<file path="src/hw/event_bank_pkg.sv">
// Constants for the converter event and live status register bank.
// Assumes a 32-bit AXI4-Lite register bus with one register per word.
package event_bank_pkg;

   // Register indices; byte address is four times the index
   localparam logic [7:0] SUMMARY_IDX = 8'h18;
   localparam logic [7:0] CORE01_EVENT_IDX = 8'h19;
   localparam logic [7:0] CORE23_EVENT_IDX = 8'h1a;
   localparam logic [7:0] THERMAL_LIVE_IDX = 8'h1b;
   localparam logic [7:0] CORE01_LIVE_IDX = 8'h1c;
   localparam logic [7:0] CORE23_LIVE_IDX = 8'h1d;
   localparam logic [7:0] CORE01_MASK_IDX = 8'h1f;
   localparam logic [7:0] CORE23_MASK_IDX = 8'h20;
   localparam int ADDR_W = 10;

   // Field positions in the paired-core registers
   localparam int LO_ILIM_BIT = 0;
   localparam int SC_BIT = 1;
   localparam int PG_BIT = 2;
   localparam int ENABLED_BIT = 3;
   localparam int HI_ILIM_BIT = 4;
   // Field positions in the thermal register
   localparam int TSD_BIT = 3;
   localparam int TWARN_BIT = 2;
   // Pending summary bits start here, one per core
   localparam int SUMMARY_LSB = 4;

   // Writable bit sets and reset values
   localparam logic [7:0] CORE01_EVENT_BITS = 8'h17;
   localparam logic [7:0] CORE23_EVENT_BITS = 8'h11;
   localparam logic [7:0] EVENT_RESET = 8'h00;
   localparam logic [7:0] CORE01_MASK_BITS = 8'h15;
   localparam logic [7:0] CORE23_MASK_BITS = 8'h11;
   localparam logic [7:0] CORE01_MASK_RESET = 8'h10;
   localparam logic [7:0] CORE23_MASK_RESET = 8'h11;

   // Bus response codes
   localparam logic [1:0] RESP_OKAY = 2'b00;
   localparam logic [1:0] RESP_SLVERR = 2'b10;

   // Start-up deadline for the short-circuit detector
   localparam int CLK_MHZ = 125;
   localparam int SC_TIMEOUT_US = 1000;
   localparam int SC_TIMEOUT_CYCLES = SC_TIMEOUT_US * CLK_MHZ;

endpackage : event_bank_pkg

</file>
<file path="src/hw/converter_event_status_bank.sv">
// Event flag and live status register bank for a four-core converter.
// Assumes core monitor inputs are synchronous to aclk and held as levels.
`timescale 1ns/1ps
`default_nettype none

module converter_event_status_bank
   import event_bank_pkg::*;
#(
   parameter int SC_TIMEOUT = SC_TIMEOUT_CYCLES
) (
   input wire logic aclk,
   input wire logic aresetn,
   // Write address channel
   input wire logic awvalid,
   output logic awready,
   input wire logic [ADDR_W-1:0] awaddr,
   input wire logic [2:0] awprot,
   // Write data channel
   input wire logic wvalid,
   output logic wready,
   input wire logic [31:0] wdata,
   input wire logic [3:0] wstrb,
   // Write response channel
   output logic bvalid,
   input wire logic bready,
   output logic [1:0] bresp,
   // Read address channel
   input wire logic arvalid,
   output logic arready,
   input wire logic [ADDR_W-1:0] araddr,
   input wire logic [2:0] arprot,
   // Read data channel
   output logic rvalid,
   input wire logic rready,
   output logic [31:0] rdata,
   output logic [1:0] rresp,
   // Converter core monitors
   input wire logic [3:0] core_current_limit,
   input wire logic core0_power_good,
   input wire logic core0_below_short_level,
   input wire logic core0_enable,
   input wire logic thermal_shutdown,
   input wire logic thermal_warning,
   // Unmasked pending event request
   output logic event_request
);

   // Clear, then set: a set in the same cycle wins
   function automatic logic [7:0] w1c_update(input logic [7:0] cur,
                                             input logic [7:0] set,
                                             input logic [7:0] clr);
      w1c_update = (cur & ~clr) | set;
   endfunction : w1c_update

   // Word address to register index
   function automatic logic [7:0] reg_index(input logic [ADDR_W-1:0] a);
      reg_index = a[ADDR_W-1:2];
   endfunction : reg_index

   localparam logic [16:0] TIMEOUT_LOAD = 17'(SC_TIMEOUT);
   localparam logic [16:0] TIMER_ONE = 17'h0_0001;

   logic awready_reg, wready_reg, bvalid_reg, arready_reg, rvalid_reg;
   logic [1:0] bresp_reg, rresp_reg;
   logic [31:0] rdata_reg;
   logic aw_have_reg, w_have_reg;
   logic [7:0] aw_idx_reg;
   logic [7:0] wbyte_reg;
   logic wlane_reg;
   logic [7:0] ev01_reg, ev23_reg, mask01_reg, mask23_reg;
   logic [3:0] ilim_prev_reg;
   logic pg_prev_reg, below_prev_reg, en_prev_reg, started_reg;
   logic [16:0] timer_reg;
   logic event_request_reg;

   // Bus outputs straight from flops
   assign awready = awready_reg;
   assign wready = wready_reg;
   assign bvalid = bvalid_reg;
   assign bresp = bresp_reg;
   assign arready = arready_reg;
   assign rvalid = rvalid_reg;
   assign rdata = rdata_reg;
   assign rresp = rresp_reg;
   assign event_request = event_request_reg;

   // Handshakes and write decode
   wire aw_fire = awvalid & awready_reg;
   wire w_fire = wvalid & wready_reg;
   wire ar_fire = arvalid & arready_reg;
   wire wr_go = aw_have_reg & w_have_reg & ~bvalid_reg;
   wire wr_ok = wr_go & wlane_reg;
   wire hit_ev01 = aw_idx_reg == CORE01_EVENT_IDX;
   wire hit_ev23 = aw_idx_reg == CORE23_EVENT_IDX;
   wire hit_m01 = aw_idx_reg == CORE01_MASK_IDX;
   wire hit_m23 = aw_idx_reg == CORE23_MASK_IDX;
   wire [7:0] clr01 = (wr_ok & hit_ev01) ? wbyte_reg : 8'h00;
   wire [7:0] clr23 = (wr_ok & hit_ev23) ? wbyte_reg : 8'h00;

   wire [3:0] ilim_rise = core_current_limit & ~ilim_prev_reg;
   wire pg_rise = core0_power_good & ~pg_prev_reg;
   // Short-circuit detector, timer loaded on enable
   wire en_rise = core0_enable & ~en_prev_reg;
   // falling below the level after start-up
   wire sc_fall = core0_enable & started_reg & core0_below_short_level
                  & ~below_prev_reg;
   // start-up deadline passed while still below
   wire sc_timeout = core0_enable & ~en_rise & ~started_reg
                     & core0_below_short_level & (timer_reg == TIMER_ONE);
   wire sc_event = sc_fall | sc_timeout;

   // Set vectors for both event registers
   wire [7:0] set01 = {3'b000, ilim_rise[1], 1'b0, pg_rise, sc_event,
                       ilim_rise[0]};
   wire [7:0] set23 = {3'b000, ilim_rise[3], 3'b000, ilim_rise[2]};
   wire [7:0] ev01_next = w1c_update(ev01_reg, set01, clr01)
                          & CORE01_EVENT_BITS;
   wire [7:0] ev23_next = w1c_update(ev23_reg, set23, clr23)
                          & CORE23_EVENT_BITS;

   wire [3:0] pending = {ev23_reg[HI_ILIM_BIT], ev23_reg[LO_ILIM_BIT],
                         ev01_reg[HI_ILIM_BIT],
                         |ev01_reg[PG_BIT:LO_ILIM_BIT]};
   // Live status views and the pending summary view
   wire [7:0] thermal_view = {4'h0, thermal_shutdown, thermal_warning,
                              2'b00};
   wire [7:0] live01_view = {3'b000, core_current_limit[1], core0_enable,
                             ~core0_power_good, 1'b0,
                             core_current_limit[0]};
   wire [7:0] live23_view = {3'b000, core_current_limit[3], 3'b000,
                             core_current_limit[2]};
   wire [7:0] summary_view = {pending, 4'h0};

   // Read decode
   wire [7:0] ar_idx = reg_index(araddr);
   logic [7:0] rd_byte;
   logic rd_hit;
   always_comb begin
      rd_byte = 8'h00;
      rd_hit = 1'b1;
      case (ar_idx)
         SUMMARY_IDX: rd_byte = summary_view;
         CORE01_EVENT_IDX: rd_byte = ev01_reg;
         CORE23_EVENT_IDX: rd_byte = ev23_reg;
         THERMAL_LIVE_IDX: rd_byte = thermal_view;
         CORE01_LIVE_IDX: rd_byte = live01_view;
         CORE23_LIVE_IDX: rd_byte = live23_view;
         CORE01_MASK_IDX: rd_byte = mask01_reg;
         CORE23_MASK_IDX: rd_byte = mask23_reg;
         default: rd_hit = 1'b0;
      endcase
   end

   wire wr_hit = hit_ev01 | hit_ev23 | hit_m01 | hit_m23
                 | (aw_idx_reg == SUMMARY_IDX)
                 | (aw_idx_reg == THERMAL_LIVE_IDX)
                 | (aw_idx_reg == CORE01_LIVE_IDX)
                 | (aw_idx_reg == CORE23_LIVE_IDX);

   // masked events kept off the request
   wire request_next = |((ev01_next & ~mask01_reg)
                         | (ev23_next & ~mask23_reg));

   // Write address and data capture, either order
   always_ff @(posedge aclk) begin
      if (!aresetn) begin
         awready_reg <= 1'b1;
         wready_reg <= 1'b1;
         aw_have_reg <= 1'b0;
         w_have_reg <= 1'b0;
         aw_idx_reg <= 8'h00;
         wbyte_reg <= 8'h00;
         wlane_reg <= 1'b0;
      end else begin
         if (aw_fire) begin
            aw_have_reg <= 1'b1;
            awready_reg <= 1'b0;
            aw_idx_reg <= reg_index(awaddr);
         end else if (wr_go) begin
            aw_have_reg <= 1'b0;
         end
         if (w_fire) begin
            w_have_reg <= 1'b1;
            wready_reg <= 1'b0;
            wbyte_reg <= wdata[7:0];
            wlane_reg <= wstrb[0];
         end else if (wr_go) begin
            w_have_reg <= 1'b0;
         end
         if (bvalid_reg && bready) begin
            awready_reg <= 1'b1;
            wready_reg <= 1'b1;
         end
      end
   end

   // Write response
   always_ff @(posedge aclk) begin
      if (!aresetn) begin
         bvalid_reg <= 1'b0;
         bresp_reg <= RESP_OKAY;
      end else if (wr_go) begin
         bvalid_reg <= 1'b1;
         bresp_reg <= wr_hit ? RESP_OKAY : RESP_SLVERR;
      end else if (bready) begin
         bvalid_reg <= 1'b0;
      end
   end

   // Read channel, one cycle after the address
   always_ff @(posedge aclk) begin
      if (!aresetn) begin
         arready_reg <= 1'b1;
         rvalid_reg <= 1'b0;
         rdata_reg <= 32'h0000_0000;
         rresp_reg <= RESP_OKAY;
      end else if (ar_fire) begin
         arready_reg <= 1'b0;
         rvalid_reg <= 1'b1;
         rdata_reg <= {24'h00_0000, rd_byte};
         rresp_reg <= rd_hit ? RESP_OKAY : RESP_SLVERR;
      end else if (rvalid_reg && rready) begin
         arready_reg <= 1'b1;
         rvalid_reg <= 1'b0;
      end
   end

   // Event flags, masks and request
   always_ff @(posedge aclk) begin
      if (!aresetn) begin
         ev01_reg <= EVENT_RESET;
         ev23_reg <= EVENT_RESET;
         mask01_reg <= CORE01_MASK_RESET;
         mask23_reg <= CORE23_MASK_RESET;
         event_request_reg <= 1'b0;
      end else begin
         ev01_reg <= ev01_next;
         ev23_reg <= ev23_next;
         if (wr_ok && hit_m01)
            mask01_reg <= wbyte_reg & CORE01_MASK_BITS;
         if (wr_ok && hit_m23)
            mask23_reg <= wbyte_reg & CORE23_MASK_BITS;
         event_request_reg <= request_next;
      end
   end

   // Edge history of the monitors
   always_ff @(posedge aclk) begin
      if (!aresetn) begin
         ilim_prev_reg <= 4'h0;
         pg_prev_reg <= 1'b0;
         below_prev_reg <= 1'b0;
         en_prev_reg <= 1'b0;
      end else begin
         ilim_prev_reg <= core_current_limit;
         pg_prev_reg <= core0_power_good;
         below_prev_reg <= core0_below_short_level;
         en_prev_reg <= core0_enable;
      end
   end

   always_ff @(posedge aclk) begin
      if (!aresetn) begin
         timer_reg <= 17'h0_0000;
         started_reg <= 1'b0;
      end else if (!core0_enable) begin
         timer_reg <= 17'h0_0000;
         started_reg <= 1'b0;
      end else if (en_rise) begin
         timer_reg <= TIMEOUT_LOAD;
         started_reg <= 1'b0;
      end else begin
         if (timer_reg != 17'h0_0000)
            timer_reg <= timer_reg - TIMER_ONE;
         if (!started_reg && (!core0_below_short_level
                              || timer_reg == TIMER_ONE))
            started_reg <= 1'b1;
      end
   end
endmodule : converter_event_status_bank

`default_nettype wire

</file>
<file path="config.mk">
export PLATFORM = sky130hd
export DESIGN_NAME = converter_event_status_bank
export DESIGN_NICKNAME = d
export VERILOG_FILES = /design/src/hw/event_bank_pkg.sv /design/src/hw/converter_event_status_bank.sv
export SDC_FILE = /design/constraint.sdc
export NUM_CORES = 1
export LEC_CHECK = 0
export ABC_AREA = 1
export BUFFER_PORTS_ARGS = -buffer_cell sky130_fd_sc_hd__buf_2
export CAP_MARGIN = 30
export CORE_MARGIN = 3
export CORE_UTILIZATION = 31
export CTS_CLUSTER_DIAMETER = 150
export DETAILED_ROUTE_END_ITERATION = 12
export PLACE_DENSITY = 0.63
export SYNTH_ARGS = -nofsm -noshare
export SYNTH_HDL_FRONTEND = slang
export SYNTH_SLANG_ARGS = --single-unit
export TNS_END_PERCENT = 20
</file>
<file path="constraint.sdc">
create_clock -name aclk -period 1.82 [get_ports aclk]
set_input_delay 0.182 -clock aclk [delete_from_list [all_inputs] [get_ports aclk]]
set_output_delay 0.182 -clock aclk [all_outputs]
set_load 0.005 [all_outputs]
</file>
==> results of run 1 <==
synthesized netlist by cell type (3+ instances only):
cell type / n / area share [%]
nand2_1: 97 / 11
dfxtp_1: 67 / 39
inv_1: 59 / 6.5
nor2_1: 46 / 5.1
a21oi_1: 44 / 6.5
nand3_1: 33 / 4.8
buf_4: 26 / 5.7
o21ai_0: 22 / 3.2
nand4_1: 9 / 1.7
nor2_2: 9 / 1.7
clkbuf_1: 8 / 0.88
xor2_1: 6 / 1.5
nor3_1: 5 / 0.73
nand2_2: 4 / 0.73
ha_1: 3 / 1.1
nand3b_1: 3 / 0.66
o211ai_1: 3 / 0.66
o31ai_1: 3 / 0.66
power breakdown:
group / leakage, nW / total (mW) / internal [mW] / switching [mW]
clock: 0.112 / 1.50 / 0.907 / 0.588
combinational: 1.27 / 0.589 / 0.219 / 0.370
sequential: 0.551 / 1.61 / 1.55 / 0.0620
total: 1.94 / 3.69 / 2.67 / 1.02
cell families after synthesis:
logic type / share of synthesized area, %
XOR/XNOR: 2.05
other: 0.110
AND/OR/NAND/NOR: 30.6
flip-flops: 39.3
AO/OA/AOI/OAI: 13.3
adder cells (fa/ha/maj): 1.10
buffers and inverters: 13.5
layout make-up:
cell class	count	area, µm²	area share [%]
Timing Repair Buffer	54	275	6.94
Clock inverter	6	114	2.87
Multi-Input combinational cell	335	1700	43.0
Sequential cell	67	1340	33.8
Tap cell	136	170	4.29
Inverter	63	236	5.97
Clock buffer	9	124	3.13
stage by stage:
stage	setup slack [ns]	area [µm²]	hold WS (ns)
after floorplan	0.405	3510	0.275
after global placement	0.259	3730	0.403
after detailed placement	0.208	3730	0.404
after CTS	0.203	3960	0.0301
after global routing	0.0173	3960	0.0405
final	0.214	3960	0.0412
per-layer routing:
metal	track usage, %	up-vias
met5	0	-
met4	4.43	0
met3	3.49	17
met2	22.2	91
met1	16.0	1372
li1	-	1590
worst max path at each step:
stage                                            to  depth (start not counted)
final                     timer_reg[6]$_SDFFE_PN0P_                          8
after global routing      timer_reg[6]$_SDFFE_PN0P_                          8
after CTS                 timer_reg[6]$_SDFFE_PN0P_                          8
after detailed placement  timer_reg[6]$_SDFFE_PN0P_                          8
after global placement    timer_reg[6]$_SDFFE_PN0P_                          8
after floorplan           timer_reg[6]$_SDFFE_PN0P_                          8
worst reg2reg max path: cells and delay by family (launching register included):
family | cells | cell delay (ns)
adder cells (fa/ha/maj) | 1 | 0.32
flip-flops | 1 | 0.34
AO/OA/AOI/OAI | 1 | 0.13
buffers and inverters | 2 | 0.26
AND/OR/NAND/NOR | 4 | 0.45
==> results.cfg, run 1 <==
[global_route]
grt_antenna_before_repair = 0
grt_start_max_net_pins = 30
grt_pass1_wl_mm = 13.3
first_global_vias = 2884
grt_overflow = 0
grt_use_total_pct = 13.1

[layout]
drive_gt1_share_pct = 17.8
mostFrequentLayoutCell = nand2_1
largest_reg_flops = 17
n_antenna_cell = 0
syn_to_final_growth_pct = 16.2
final_util_pct = 37.7
final_cell_count_no_fill = 670
layout_common_cells = 97 x nand2_1, 67 x dfxtp_1, 59 x inv_1
nets = 611
fillCellCount = 1103

[critical_path]
timing.rr.start = timer_reg[0]$_SDFFE_PP0P_
start_kind = flip-flop
crit_fanout = 7
worstPathCellList = inv_1 -> ha_1 -> nand2_1 -> nor2_1 -> nand3_4 -> inv_1 -> o21a_1 -> nor2_1
required_ns = 2.04
worstSetupPathType = flip-flop to flip-flop
endpoint_kind = flip-flop
worstReg2RegEnd = timer_reg[6]$_SDFFE_PN0P_
worstPathArrival_ns = 1.83
slowest_stage = dfxtp_1
cp.buffers_inverters = 2
critical_path.max_stage_delay_ns = 0.34
reg2regPathDepth = 8
critical-path-top-delay-family = simple AND/OR/NAND/NOR gates
r2r_setup_slack_ns = 0.21
crit_path_start = timer_reg[0]$_SDFFE_PP0P_

[min_path]
hold_start = core_current_limit[3]
min_to = ilim_prev_reg[3]$_SDFF_PN0_
hp-class = input pin to flip-flop
whs_path_depth = 3

[floorplanning]
start_util_pct = 32.5
rows = 37
core_um2 = 10500
dieArea_um2 = 12300
dieHeight_um = 111
dieWidth_um = 111
num_io_pins = 120

[detailed_routing]
highest_layer = met4
vias = 3070
ant_nets = 0
routedWlPerCell_um = 11.8
drtIter0Drc = 202
wl_met3_um = 372
met2_length_mm = 3.83
m1WireLength_mm = 3.55
vias_per_cell = 4.58
drt-total-wl_mm = 7.90
drcViolationCount = 0
dr.pass1.iters = 5

[placement]
hpwl_mm = 6.08
place_inst = 655
gp_congestion = 0.924
io_buffers = 52

[clock_network]
ctsResizeCount = 0
cts_buffer_depth = 2
path_clk_slew_ns = 0.08
cts_tree = built
numCtsBuffers = 9
cts_sinks = 67
clk_latency_ns = 0.35
htree_levels = 3
postCtsHoldBufs = 0
post_cts_buffers = 0
root_buffer = clkbuf_8

[synthesis]
yosysSeqAreaShare_pct = 39.3
synth.distinct_cells = 38
synth_seq_cells = 67
postSynthCellCount = 474
syn-cell-area_um2 = 3410
synth_edf_count = 0
yosys_warnings = 0
syn_avg_cell_area_um2 = 7.20
ys_async_sr_fraction_pct = 0
synth_ff_type = dfxtp_1

[timing]
report.final.hold_viol_count = 0
tns_ns = 0
final_max_slew_viol_count = 0
finClkSkew_ns = 0.00943
max_freq_ghz = 0.623
fin_crit_ns = 1.61
rsz0062_at_grt = no
final-setup-viol-count = 0
post-route-period-util_pct = 88.2

[run_status]
outcome = finished, final reports clean

[run]
drv_cap = 0

[power]
ir_drop_v = 0.000377
total_leakage_power_nw = 1.94
power_density_nw_per_um2 = 932
p_total_mw = 3.69
Note: power is estimated with default switching activity, not from simulation.
==> run 2: changes to the inputs <==
--- a/config.mk
+++ b/config.mk
@@ -9,10 +9,11 @@
 export BUFFER_PORTS_ARGS = -buffer_cell sky130_fd_sc_hd__buf_2
 export CAP_MARGIN = 30
 export CORE_MARGIN = 3
-export CORE_UTILIZATION = 31
+export CORE_UTILIZATION = 50
 export CTS_CLUSTER_DIAMETER = 150
 export DETAILED_ROUTE_END_ITERATION = 12
-export PLACE_DENSITY = 0.63
+export GPL_TIMING_DRIVEN = 0
+export PLACE_DENSITY = 0.89
 export SYNTH_ARGS = -nofsm -noshare
 export SYNTH_HDL_FRONTEND = slang
 export SYNTH_SLANG_ARGS = --single-unit
==> constraint.sdc (replaced) <==
create_clock -name aclk -period 1.8 [get_ports aclk]
set_input_delay 0.18 -clock aclk [delete_from_list [all_inputs] [get_ports aclk]]
set_output_delay 0.18 -clock aclk [all_outputs]
set_load 0.005 [all_outputs]
==> results.cfg, run 2 (synthesis gave the netlist of run 1 again) <==
[floorplanning]
rows = 29
num_io_pins = 120
dieArea_um2 = 7850
dieWidth_um = 88.6
core_um2 = 6490
dieHeight_um = 88.6
start_util_pct = 52.5

[power]
total_leakage_power_nw = 2.06
p_sw_share_pct = 30.0
power_frac_seq_pct = 46.4
ir_drop_v = 0.000842
comb_power_share_pct = 18.4
clkPwrFrac_pct = 35.1
power_density_nw_per_um2 = 865
intPower_mw = 2.46
p_sw_mw = 1.05

[clock_network]
path_clk_slew_ns = 0.08
cts_sinks = 67
post_cts_buffers = 0
postCtsHoldBufs = 0
cts_tree = built
htree_levels = 3
numCtsBuffers = 9
cts_buffer_depth = 2
root_buffer = clkbuf_8
ctsResizeCount = 0
clk_latency_ns = 0.35

[timing]
slew_headroom_pct = 59.0
finClkSkew_ns = 0.00910
final_max_slew_viol_count = 0
final-setup-viol-count = 0
worst_pin_slew_ns = 0.607
post-route-period-util_pct = 92.1
tns_ns = 0
fin_crit_ns = 1.66
report.final.hold_viol_count = 0
max_freq_ghz = 0.603
rsz0062_at_grt = no
setup_ws_ns = 0.142

[layout]
syn_to_final_growth_pct = 18.9
drive_gt1_share_pct = 21.3
final_cell_count_no_fill = 644
nets = 643
fillCellCount = 575
mostFrequentLayoutCell = nand2_1
largest_reg_flops = 17
n_antenna_cell = 0
layout_common_cells = 97 x nand2_1, 67 x dfxtp_1, 59 x inv_1

[global_route]
grt_start_max_net_pins = 13
grt_overflow = 0
first_global_vias = 2985
grt_pass1_wl_mm = 13.0
grt_use_total_pct = 21.1
grt_antenna_before_repair = 0

[placement]
io_buffers = 52
dp_slack_ns = 0.167
hpwl_mm = 5.99
place_inst = 628
gp_congestion = 0.922

[critical_path]
cp.buffers_inverters = 2
slowest_stage = dfxtp_1
endpoint_kind = flip-flop
critical_path.max_stage_delay_ns = 0.34
worstPathCellList = inv_1 -> ha_1 -> nand2_1 -> nor2_1 -> nand3_4 -> inv_1 -> o21a_1 -> nor2_1
worstPathArrival_ns = 1.89
critical-path-top-delay-family = simple AND/OR/NAND/NOR gates
worstSetupPathType = flip-flop to flip-flop
crit_fanout = 7
start_kind = flip-flop
required_ns = 2.04

[detailed_routing]
ant_nets = 0
vias_per_cell = 5.06
routedWlPerCell_um = 12.2
drcViolationCount = 0
drtIter0Drc = 173
dr.pass1.iters = 6
drt-total-wl_mm = 7.87
vias = 3258

[min_path]
hp-class = input pin to flip-flop

[run_status]
outcome = finished, final reports clean

[run]
drv_cap = 0
==> run 2: layout make-up <==
cell class	instances	area (µm²)	share of cell area [%]
repair buffers	52	260	6.41
clock inverters	7	68.8	1.70
inverters	63	236	5.83
well taps	77	96.3	2.37
multi-input cells	335	1710	42.0
flip-flops and latches	67	1340	33.1
clock buffers	9	124	3.05
plain buffers	34	225	5.55
==> run 2: routing by layer <==
metal | part of all wire (%) | vias up | global-route usage [%]
met1 | 42 | 1465 | 24.5
li1 | - | 1651 | -
met5 | 0 | - | 0
met4 | 2.5 | 0 | 10.9
met3 | 6.2 | 25 | 5.03
met2 | 50 | 117 | 36.1
==> run 2: power groups by stage <==
| stage | logic [mW] | registers (mW) | clock network (mW) |
|---|---|---|---|
| after floorplan | 0.488 | 1.65 | 0 |
| after global placement | 0.618 | 1.65 | 0 |
| after detailed placement | 0.639 | 1.66 | 0 |
| after CTS | 0.643 | 1.63 | 1.25 |
| after global routing | 0.734 | 1.64 | 1.31 |
| final | 0.647 | 1.63 | 1.23 |
==> run 2: worst reg2reg max path: stages (launching register included) <==
cell and delay, ns:
dfxtp_1 0.34, inv_1 0.15, ha_1 0.32, nand2_1 0.09
nor2_1 0.19, nand3_4 0.15, inv_1 0.14, o21a_1 0.13
nor2_1 0.04
==> run 2: metrics by stage <==
stage               hold slack [ns]  utilization [%]  power (mW)  cell area (µm²)
floorplan                     0.273                -        2.13             3510
global placement              0.396             59.5        2.27             3860
detailed placement            0.402             59.5        2.30             3860
CTS                          0.0393             62.4        3.52             4060
global route                 0.0496             62.5        3.68             4060
finish                       0.0423             62.5        3.51             4060
==> run 2: final timing paths <==
kind                             startpoint                          end  slack, ns  depth (start not counted)
hold reg to reg       rdata[4]$_SDFFE_PN0P_        rdata[4]$_SDFFE_PN0P_       0.46                          2
setup reg to reg  timer_reg[0]$_SDFFE_PP0P_    timer_reg[6]$_SDFFE_PN0P_       0.14                          8
setup / recovery  timer_reg[0]$_SDFFE_PP0P_    timer_reg[6]$_SDFFE_PN0P_       0.14                          8
hold / removal        core_current_limit[3]  ilim_prev_reg[3]$_SDFF_PN0_       0.04                          3
